$ cat config.mk
export PLATFORM = sky130hd
export DESIGN_NAME = pushbutton_power_sequencer
export DESIGN_NICKNAME = d
export VERILOG_FILES = /design/src/sequencer_pkg.sv /design/src/input_sync.sv /design/src/pushbutton_power_sequencer.sv
export SDC_FILE = /design/constraint.sdc
export NUM_CORES = 1
export LEC_CHECK = 0
export BUFFER_PORTS_ARGS = -buffer_cell sky130_fd_sc_hd__buf_4
export CORE_ASPECT_RATIO = 0.9
export CORE_UTILIZATION = 50
export DETAILED_ROUTE_END_ITERATION = 12
export PLACE_DENSITY = 0.78
export SLEW_MARGIN = 20
export SYNTH_ARGS = -nofsm -noshare
export SYNTH_HDL_FRONTEND = slang
export SYNTH_SLANG_ARGS = --single-unit
export TNS_END_PERCENT = 30
$ cat constraint.sdc
create_clock -name clock_i -period 4.25 [get_ports clock_i]
set_clock_uncertainty 0.15 [all_clocks]
set_input_delay 0.425 -clock clock_i [delete_from_list [all_inputs] [get_ports clock_i]]
set_output_delay 0.425 -clock clock_i [all_outputs]
set_load 0.02 [all_outputs]
$ cat src/sequencer_pkg.sv
`default_nettype none
package sequencer_pkg;
  // Clock rate and periods
  localparam int unsigned CLOCK_HZ = 10_000_000;
  localparam int unsigned DEBOUNCE_MS = 32;
  localparam int unsigned BLANK_MS = 512;
  localparam int unsigned POWER_DOWN_MS = 1024;
  localparam int unsigned LOCKOUT_MS = 256;
  localparam int unsigned CYCLES_PER_MS = CLOCK_HZ / 1000;
  localparam int unsigned DEBOUNCE_CYCLES = DEBOUNCE_MS * CYCLES_PER_MS;
  localparam int unsigned BLANK_CYCLES = BLANK_MS * CYCLES_PER_MS;
  localparam int unsigned POWER_DOWN_CYCLES = POWER_DOWN_MS * CYCLES_PER_MS;
  localparam int unsigned LOCKOUT_CYCLES = LOCKOUT_MS * CYCLES_PER_MS;
  // Counter and extension widths
  localparam int unsigned COUNT_WIDTH = 32;
  localparam int unsigned EXTEND_WIDTH = 24;
  // Sequencer states
  typedef enum logic [2:0] {
    IDLE_STATE = 3'h0,
    ON_DEBOUNCE_STATE = 3'h1,
    BLANK_STATE = 3'h2,
    RELEASE_STATE = 3'h3,
    RUN_STATE = 3'h4,
    OFF_DEBOUNCE_STATE = 3'h5,
    POWER_DOWN_STATE = 3'h6,
    LOCKOUT_STATE = 3'h7
  } seq_state_type;
endpackage
`default_nettype wire

$ cat src/input_sync.sv
`default_nettype none
// Two-flop synchroniser for one pin, resets to a given level
module input_sync #(
  parameter logic RESET_LEVEL = 1'b1
) (
  input wire logic clock_i,
  input wire logic rst_i,
  input wire logic pin_i,
  output logic sync_o
);
  logic stage_reg;
  logic stage_next;
  logic sync_reg;
  logic sync_next;

  // Next values
  always_comb begin
    stage_next = pin_i;
    sync_next = stage_reg;
  end

  // Register both stages
  always_ff @(posedge clock_i) begin
    if (rst_i) begin
      stage_reg <= RESET_LEVEL;
      sync_reg <= RESET_LEVEL;
    end else begin
      stage_reg <= stage_next;
      sync_reg <= sync_next;
    end
  end

  assign sync_o = sync_reg;
endmodule
`default_nettype wire

$ cat src/pushbutton_power_sequencer.sv
// Behaviour
// - Enable only after continuous low plus extension
// - No extension means default debounce alone
// - Shutdown starts after low plus off extension
// - Valid off press drives shutdown request low
// - Blanking ignores kill and pushbutton
// - Kill low at blank end releases enable
// - Power-down delay expiry releases enable
// - Kill low during delay releases at once
// - Kill low in run releases enable quickly
// - Enable polarity selected by variant
// - Lockout ignores pushbutton after release
// - Pushbutton high restarts debounce timer
// - Release debounced before accepting new press
// - Enable deasserted after reset
`default_nettype none
module pushbutton_power_sequencer
  import sequencer_pkg::*;
#(
  parameter logic ENABLE_ACTIVE_HIGH = 1'b1,
  parameter int unsigned BLANK_COUNT = BLANK_CYCLES,
  parameter int unsigned POWER_DOWN_COUNT = POWER_DOWN_CYCLES,
  parameter int unsigned LOCKOUT_COUNT = LOCKOUT_CYCLES,
  parameter int unsigned DEBOUNCE_COUNT = DEBOUNCE_CYCLES
) (
  // Clock and reset
  input wire logic clock_i,
  input wire logic rst_i,
  // Pins
  input wire logic pushbutton_n_i,
  input wire logic kill_n_i,
  // Static extension configuration in clock ticks
  input wire logic [sequencer_pkg::EXTEND_WIDTH-1:0] turn_on_extend_i,
  input wire logic [sequencer_pkg::EXTEND_WIDTH-1:0] turn_off_extend_i,
  // Outputs
  output logic power_enable_o,
  output logic shutdown_request_n_o,
  output logic shutdown_request_oe_o
);
  import sequencer_pkg::*;

  logic pushbutton_n;
  logic kill_n;
  seq_state_type state_reg;
  seq_state_type state_next;
  logic [COUNT_WIDTH-1:0] count_reg;
  logic [COUNT_WIDTH-1:0] count_next;
  logic enabled_reg;
  logic enabled_next;
  logic request_reg;
  logic request_next;
  logic lockout_done_reg;
  logic lockout_done_next;
  logic en_pin_reg;
  logic en_pin_next;
  logic [COUNT_WIDTH-1:0] on_target;
  logic [COUNT_WIDTH-1:0] off_target;

  // Synchronise the pins, both idle high
  input_sync #(.RESET_LEVEL(1'b1)) pb_sync (
    .clock_i(clock_i),
    .rst_i(rst_i),
    .pin_i(pushbutton_n_i),
    .sync_o(pushbutton_n)
  );
  input_sync #(.RESET_LEVEL(1'b1)) kill_sync (
    .clock_i(clock_i),
    .rst_i(rst_i),
    .pin_i(kill_n_i),
    .sync_o(kill_n)
  );

  // Debounce targets: default period plus extension
  assign on_target = COUNT_WIDTH'(DEBOUNCE_COUNT)
    + COUNT_WIDTH'(turn_on_extend_i);
  assign off_target = COUNT_WIDTH'(DEBOUNCE_COUNT)
    + COUNT_WIDTH'(turn_off_extend_i);

  // Sequencer next state
  always_comb begin
    state_next = state_reg;
    count_next = count_reg + 32'h0000_0001;
    enabled_next = enabled_reg;
    request_next = request_reg;
    lockout_done_next = lockout_done_reg;
    unique case (state_reg)
      IDLE_STATE: begin
        count_next = '0;
        if (!pushbutton_n) begin
          state_next = ON_DEBOUNCE_STATE;
          count_next = 32'h0000_0001;
        end
      end
      ON_DEBOUNCE_STATE: begin
        if (pushbutton_n) begin
          state_next = IDLE_STATE;
          count_next = '0;
        end else if (count_reg >= on_target) begin
          state_next = BLANK_STATE;
          enabled_next = 1'b1;
          count_next = '0;
        end
      end
      BLANK_STATE: begin
        // Pushbutton not looked at here, kill only at the end of blanking
        if (count_reg >= COUNT_WIDTH'(BLANK_COUNT) - 32'h0000_0001) begin
          count_next = '0;
          if (!kill_n) begin
            enabled_next = 1'b0;
            state_next = LOCKOUT_STATE;
            lockout_done_next = 1'b0;
          end else begin
            state_next = RELEASE_STATE;
          end
        end
      end
      RELEASE_STATE: begin
        if (!kill_n) begin
          enabled_next = 1'b0;
          state_next = LOCKOUT_STATE;
          lockout_done_next = 1'b0;
          count_next = '0;
        end else if (!pushbutton_n) begin
          count_next = '0;
        end else if (count_reg >= COUNT_WIDTH'(DEBOUNCE_COUNT)) begin
          state_next = enabled_reg ? RUN_STATE : IDLE_STATE;
          count_next = '0;
        end
      end
      RUN_STATE: begin
        count_next = '0;
        if (!kill_n) begin
          enabled_next = 1'b0;
          state_next = LOCKOUT_STATE;
          lockout_done_next = 1'b0;
        end else if (!pushbutton_n) begin
          state_next = OFF_DEBOUNCE_STATE;
          count_next = 32'h0000_0001;
        end
      end
      OFF_DEBOUNCE_STATE: begin
        if (!kill_n) begin
          enabled_next = 1'b0;
          state_next = LOCKOUT_STATE;
          lockout_done_next = 1'b0;
          count_next = '0;
        end else if (pushbutton_n) begin
          state_next = RUN_STATE;
          count_next = '0;
        end else if (count_reg >= off_target) begin
          state_next = POWER_DOWN_STATE;
          request_next = 1'b1;
          count_next = '0;
        end
      end
      POWER_DOWN_STATE: begin
        if (!kill_n || count_reg >=
            COUNT_WIDTH'(POWER_DOWN_COUNT) - 32'h0000_0001) begin
          enabled_next = 1'b0;
          request_next = 1'b0;
          lockout_done_next = 1'b0;
          state_next = LOCKOUT_STATE;
          count_next = '0;
        end
      end
      LOCKOUT_STATE: begin
        // Lockout first, then debounce the release of the button
        if (!lockout_done_reg) begin
          if (count_reg >= COUNT_WIDTH'(LOCKOUT_COUNT) - 32'h0000_0001) begin
            lockout_done_next = 1'b1;
            count_next = '0;
          end
        end else if (!pushbutton_n) begin
          count_next = '0;
        end else if (count_reg >= COUNT_WIDTH'(DEBOUNCE_COUNT)) begin
          state_next = IDLE_STATE;
          count_next = '0;
        end
      end
    endcase
  end

  // Sequencer registers, enable off after reset
  always_ff @(posedge clock_i) begin
    if (rst_i) begin
      state_reg <= IDLE_STATE;
      count_reg <= '0;
      enabled_reg <= 1'b0;
      request_reg <= 1'b0;
      lockout_done_reg <= 1'b0;
    end else begin
      state_reg <= state_next;
      count_reg <= count_next;
      enabled_reg <= enabled_next;
      request_reg <= request_next;
      lockout_done_reg <= lockout_done_next;
    end
  end

  // Enable pin level for the selected variant
  always_comb begin
    en_pin_next = enabled_next ~^ ENABLE_ACTIVE_HIGH;
  end

  // Enable pin register, released level after reset
  always_ff @(posedge clock_i) begin
    if (rst_i) begin
      en_pin_reg <= ~ENABLE_ACTIVE_HIGH;
    end else begin
      en_pin_reg <= en_pin_next;
    end
  end

  // Open-drain request: output level low, enabled while asserted
  assign power_enable_o = en_pin_reg;
  assign shutdown_request_n_o = 1'b0;
  assign shutdown_request_oe_o = request_reg;
endmodule
`default_nettype wire

==> flow_summary.yaml, run 1 <==
final_layout:
  syn_to_final_growth_pct: 15.2
  seqCellArea_sq_um: 841
  post-route-util_pct: 59.7
  fin_nets: 646
  multiInputGateArea_sq_um: 2910
  final_layout_size_suffix_gt1_share_pct: 17.3
  largest_register_ffs: 32
  final_cell_area_sq_um: 4520
  fillers: 697
  num_antenna_cells: 0
yosys:
  ys_seq_area_share_pct: 21.4
  async_flop_share_pct: 0
  ys_warn_count: 0
  netlist_top_cells_count: "58 x ha_1, 47 x nand2_1, 42 x dfxtp_1, 30 x xor2_1, 28 x nor3_1"
  synth_cell_type_count: 66
  syn-cell-area_sq_um: 3930
  synth_cells: 478
  synth_seq_cells: 42
  synth_ff_type: "dfxtp_1"
  synth_top_area_share_pct: 21.4
  postSynthAreaPerCell_sq_um: 8.22
  synth-edff-count: 0
  yosysMostFrequentCell: "ha_1"
  yosys.area.top_type: "dfxtp_1"
  synth.area.top_cells: "dfxtp_1 21%, ha_1 18%, xor2_1 6.7%, nand2_1 4.5%, xnor2_1 4.0%"
global_routing:
  grt_pass1_wl_microns: 15700
  grt_use_total_pct: 24.1
  grt_antenna_before_repair: 0
  grt_max_degree: 27
  grt_overflow: 0
  grt_pass1_vias: 3461
setup_path:
  path_delay_family: "simple AND/OR/NAND/NOR gates"
  critPathArrivalTime_ps: 3990
  critPathKind: "primary input to flop"
  worst-path-max-fanout: 26
  slowest_stage: "nor4b_1"
  critPathLaunchType: "primary input"
  worst-path-buf-inv: 3
  cp_slowest_stage_delay_ps: 450
  critPathCaptureType: "flop"
  cp.required_ps: 4320
  cp_cell_sequence: "buf_4 -> ha_1 -> and3_1 -> nor3_1 -> nand2b_1 -> a31oi_1 -> xor2_1 -> ha_1 -> and3_1 -> a221oi_1 -> o21ai_0 -> buf_4 -> nor4b_1 -> nor4_4 -> buf_12 -> nor4_1"
timing:
  post-route-min-period_ps: 3930
  fmax_mhz: 255
  finalMaxSlewViolations: 0
  finalCritPeriodShare_pct: 92.4
  tns_ps: 0
  grt_setup_unrepaired: "false"
  max_slew_margin_pct: 56.7
  worst_pin_slew_ps: 644
  hold_viol: 0
  setup_viol: 0
outcome:
  status: "finished, final reports clean"
routing:
  route.vias.total: 3682
  dr.pass1.iters: 5
  postRouteAntennaNets: 0
  drc_errors: 0
  wl_per_cell_microns: 14.8
  drtIter0Drc: 277
  routed_wl_microns: 9390
  drt-vias-per-instance: 5.82
floorplanning:
  pin_count: 55
  dieArea_sq_um: 8210
  start_util_pct: 51.8
  coreArea_sq_um: 7580
  die_w_microns: 95.4
  fp-row-count: 30
  die_h_microns: 86.1
placement:
  dpl-instance-area_sq_um: 4420
  dp_hpwl_microns: 7500
  gp_congestion: 0.883
  io_buffers: 53
clock_tree:
  post_cts_buffers: 0
  clockBufferDepth: 2
  clkSinkCount: 42
  htreeDepth: 2
  cts_tree: "yes"
  clk_latency_ps: 300
  cts_buffers: 5
  cts_root_buf: "clkbuf_8"
  clkTransAtPathRegs_ps: 80
hold_path:
  hp-class: "primary input to flop"
job:
  maxCapViolCount: 0
power_and_ir_drop:
  ir_worst_vdd_mv: 0.135
  finalPower_uw: 947
  leakagePower_nw: 1.94
  powerDensity_nw_per_um2: 209
kinds of logic after synthesis:
group / share of synthesized area, %
buffers and inverters: 5.26
xor gates and xnor gates: 10.7
DFF: 21.4
AOI/OAI and AO/OA: 15.7
other: 0.0955
muxes: 0.287
adders and majority gates: 18.5
and+or+nand+nor: 28.1
cell usage in the layout, fill, tap and decap left out, drive strengths merged, types with 7 or more instances in the layout:
| master | instances |
|---|---|
| buf | 59 |
| ha | 58 |
| nand2 | 47 |
| dfxtp | 42 |
| nor3 | 31 |
| xor2 | 30 |
| inv | 28 |
| nor2 | 27 |
| a21oi | 24 |
| xnor2 | 18 |
| o21ai | 17 |
| nand3 | 17 |
| nand4 | 11 |
| and3 | 10 |
| nor4 | 10 |
| a31oi | 9 |
| or2 | 7 |
| conb | 7 |
layer usage:
metal  GRT usage, %  vias to the layer above  routed length, microns
met5              0                        -                       0
met4           7.46                        0                     174
met3           3.90                       19                     461
met2           40.5                      114                    4350
met1           31.3                     1687                    4400
li1               -                     1862                       -
stage by stage:
stage	instances	worst slack, ps	hold WS, ps
finish	633	324	155
global route	633	62.9	152
CTS	633	356	150
detailed placement	625	41.9	254
global placement	625	168	243
floorplan	484	685	239
power breakdown:
group          internal (mW)  total [mW]  switching (mW)
Clock                  0.134       0.282           0.148
Combinational          0.112       0.237           0.125
Sequential             0.405       0.428          0.0231
worst paths after layout:
| kind | startpoint | to | slack (ps) | cells past startpoint |
|---|---|---|---|---|
| max | turn_off_extend_i[9] | count_reg[3] | 320 | 16 |
| min | pushbutton_n_i | pb_sync.stage_reg | 150 | 2 |
| max reg2reg | count_reg[15] | power_enable_o | 1220 | 8 |
| min reg2reg | kill_sync.stage_reg | kill_sync.sync_o | 270 | 1 |
cell type report:
cell class	count	area share [%]
multi-input cells	401	64.3
flip-flops and latches	42	18.6
clock buffers	6	1.83
well taps	96	2.65
repair buffers	59	10.1
inverters	27	2.24
clock inverters	2	0.360
what timing repair did:
action,CTS,global route
endpoints found under the hold margin,0,0
endpoints found under the setup margin,0,1
hold buffers,0,0
gates resized for setup,0,1
(Power assumes the default switching activity.)
==> run 2, diff against run 1 <==
--- a/config.mk
+++ b/config.mk
@@ -5,9 +5,11 @@
 export SDC_FILE = /design/constraint.sdc
 export NUM_CORES = 1
 export LEC_CHECK = 0
+export ABC_AREA = 1
 export BUFFER_PORTS_ARGS = -buffer_cell sky130_fd_sc_hd__buf_4
 export CORE_ASPECT_RATIO = 0.9
 export CORE_UTILIZATION = 50
+export CTS_CLUSTER_DIAMETER = 80
 export DETAILED_ROUTE_END_ITERATION = 12
 export PLACE_DENSITY = 0.78
 export SLEW_MARGIN = 20
==> constraint.sdc (replaced) <==
create_clock -name clock_i -period 4.2 [get_ports clock_i]
set_clock_uncertainty 0.15 [all_clocks]
set_input_delay 0.42 -clock clock_i [delete_from_list [all_inputs] [get_ports clock_i]]
set_output_delay 0.42 -clock clock_i [all_outputs]
set_load 0.02 [all_outputs]
==> run 2 against run 1 <==
Largest cell class unchanged; global-route usage is 1.2 points lower; sequential share of layout area is 0.61 points lower; via count is 10% higher; critical path depth is 4 higher; cell count is 19% higher; wire length is 1.1% lower; synthesized area is 3.1% higher; core utilization is 1.1 points higher; combinational power is 100% higher; power is 40% higher; sequential power is 11% higher; clock power is 35% higher.
==> flow_summary.yaml, run 2 <==
outcome:
  status: "finished, final reports clean"
routing:
  wl_per_cell_microns: 12.3
  route.vias.total: 4057
  postRouteAntennaNets: 0
  dr.pass1.iters: 5
  drt-vias-per-instance: 5.37
  routed_wl_microns: 9280
  drtIter0Drc: 240
  drc_errors: 0
setup_path:
  critPathLaunchType: "primary input"
  r2r_slack_ps: 1660
  cp-startpoint: "turn_on_extend_i[9]"
  critPathCaptureType: "flop"
  critPathKind: "primary input to flop"
  cp_slowest_stage_delay_ps: 300
  slowest_stage: "ha_1"
  worst-path-max-fanout: 23
  cpMostUsedCell: "nand2_1"
  worstRegToRegCells: 15
  cp.required_ps: 4220
  critPathCapture: "count_reg[4]"
  critPathArrivalTime_ps: 3210
  r2r-start: "count_reg[0]"
  reg2reg_to: "count_reg[4]"
  cp_cell_sequence: "buf_4 -> nand3_1 -> o21ai_0 -> nor2_1 -> nand2_1 -> nand3_1 -> a21oi_1 -> nand2_1 -> nor2_1 -> xor2_1 -> ha_1 -> nand4_1 -> nor3_1 -> nand2_1 -> nand2_1 -> nand2_1 -> nand3_1 -> nand3_4 -> nand2_4 -> nor2_1"
global_routing:
  grt_pass1_wl_microns: 16200
  grt_max_degree: 24
  grt_antenna_before_repair: 0
  grt_overflow: 0
  grt_pass1_vias: 3795
  grt_use_total_pct: 22.8
yosys:
  synth_seq_cells: 42
  synth_top_area_share_pct: 20.8
  synth.area.top_cells: "dfxtp_1 21%, ha_1 18%, nand2_1 11%, inv_1 7.8%, xor2_1 6.7%"
  postSynthAreaPerCell_sq_um: 6.78
  synth-edff-count: 0
  synth_cell_type_count: 41
  yosysMostFrequentCell: "nand2_1"
  syn-cell-area_sq_um: 4050
  synth_cells: 597
  synth_ff_type: "dfxtp_1"
  ys_seq_area_share_pct: 20.8
  ys_warn_count: 0
  async_flop_share_pct: 0
  netlist_top_cells_count: "124 x nand2_1, 84 x inv_1, 66 x nor2_1, 58 x ha_1, 42 x dfxtp_1"
  yosys.area.top_type: "dfxtp_1"
floorplanning:
  die_w_microns: 96.8
  fp-row-count: 30
  pin_count: 55
  dieArea_sq_um: 8460
  start_util_pct: 52.6
  die_h_microns: 87.4
  coreArea_sq_um: 7690
placement:
  dpl-instance-area_sq_um: 4540
  dp_hpwl_microns: 7720
  io_buffers: 53
  gp_congestion: 0.941
hold_path:
  hp-class: "primary input to flop"
  hp-start: "pushbutton_n_i"
clock_tree:
  cts_root_buf: "clkbuf_8"
  post_cts_buffers: 0
  clkSinkCount: 42
  hold_buffers: 0
  clockBufferDepth: 2
  htreeDepth: 2
  cts_resized: 0
  clkTransAtPathRegs_ps: 80
  clk_latency_ps: 290
  cts_buffers: 5
  cts_tree: "yes"
final_layout:
  fin_nets: 768
  syn_to_final_growth_pct: 15.6
  final_cell_area_sq_um: 4680
  largest_register_ffs: 32
  final_layout_size_suffix_gt1_share_pct: 14.3
  fillers: 728
  seqCellArea_sq_um: 841
  num_antenna_cells: 0
  layout_commonest_cell: "nand2_1"
  multiInputGateArea_sq_um: 2850
  most-common-layout-cells: "124 x nand2_1, 84 x inv_1, 66 x nor2_1"
timing:
  finalMaxSlewViolations: 0
  grt_setup_unrepaired: "false"
  tns_ps: 0
  hold_slack_ps: 159
  finalCritPeriodShare_pct: 76.0
  hold_viol: 0
  post-route-min-period_ps: 3190
  fmax_mhz: 313
  setup_viol: 0
power_and_ir_drop:
  finalPower_mw: 1.33
  combPwrFrac_pct: 35.6
  p_int_uw: 857
  clkPwrFrac_pct: 28.6
  p_sw_share_pct: 35.5
  ir_worst_vdd_mv: 0.218
  power.switching_uw: 472
  seq_power_share_pct: 35.7
  leakagePower_nw: 2.37
  powerDensity_nw_per_um2: 284
job:
  maxCapViolCount: 0
==> run 2: metrics by stage <==
| stage | instances | utilization (%) | setup WS, ps |
|---|---|---|---|
| finish | 755 | 60.8 | 1010 |
| floorplan | 603 | - | 1240 |
| detailed placement | 747 | 59.0 | 686 |
| CTS | 755 | 60.8 | 1000 |
| global route | 755 | 60.8 | 528 |
| global placement | 747 | 59.0 | 825 |
==> run 2: layer usage <==
metal / GRT usage [%] / share of wire, % / up-vias / wire, microns
met5: 0 / 0 / - / 0
met4: 4.07 / 0.84 / 0 / 78
met3: 2.17 / 5.9 / 6 / 551
met2: 40.1 / 46 / 134 / 4260
met1: 30.9 / 47 / 1852 / 4400
li1: - / - / 2065 / -
==> run 2: worst min-delay path by stage <==
stage | endpoint | cells after the start
2_1_floorplan | kill_sync.sync_o | 1
5_1_grt | pb_sync.stage_reg | 2
3_3_place_gp | pb_sync.sync_o | 1
6_report | pb_sync.stage_reg | 2
3_5_place_dp | kill_sync.sync_o | 1
4_1_cts | pb_sync.stage_reg | 2
==> run 2: final cells by class <==
type	count	share of cell area [%]
multi-input combinational	467	60.9
sequential	42	18.0
timing repair buffer	53	8.50
inverter	89	7.14
tap	96	2.57
clock buffer	5	1.47
clock inverter	3	1.47
==> run 2: power groups by stage <==
stage	Sequential [mW]	Clock (mW)	Combinational, mW
2_1_floorplan	0.469	0	0.344
4_1_cts	0.473	0.389	0.473
6_report	0.475	0.380	0.473
5_1_grt	0.478	0.403	0.544
3_5_place_dp	0.482	0	0.470
3_3_place_gp	0.483	0	0.465
==> run 2: cells by family after synthesis <==
group | after synthesis | share of synthesized area [%]
flip-flops | 42 | 20.8
other | 1 | 0.0926
AND/OR/NAND/NOR | 294 | 33.6
buffers and inverters | 94 | 9.43
adder cells (fa/ha/maj) | 58 | 17.9
XOR/XNOR | 42 | 9.09
AO/OA/AOI/OAI | 66 | 9.09
==> run 2: critical path: cells and delay by family <==
kind	cells	cell delay [ps]
AOI/OAI and AO/OA	2	490
xor gates and xnor gates	1	100
adders and majority gates	1	300
buffers and inverters	1	90
and+or+nand+nor	15	1790
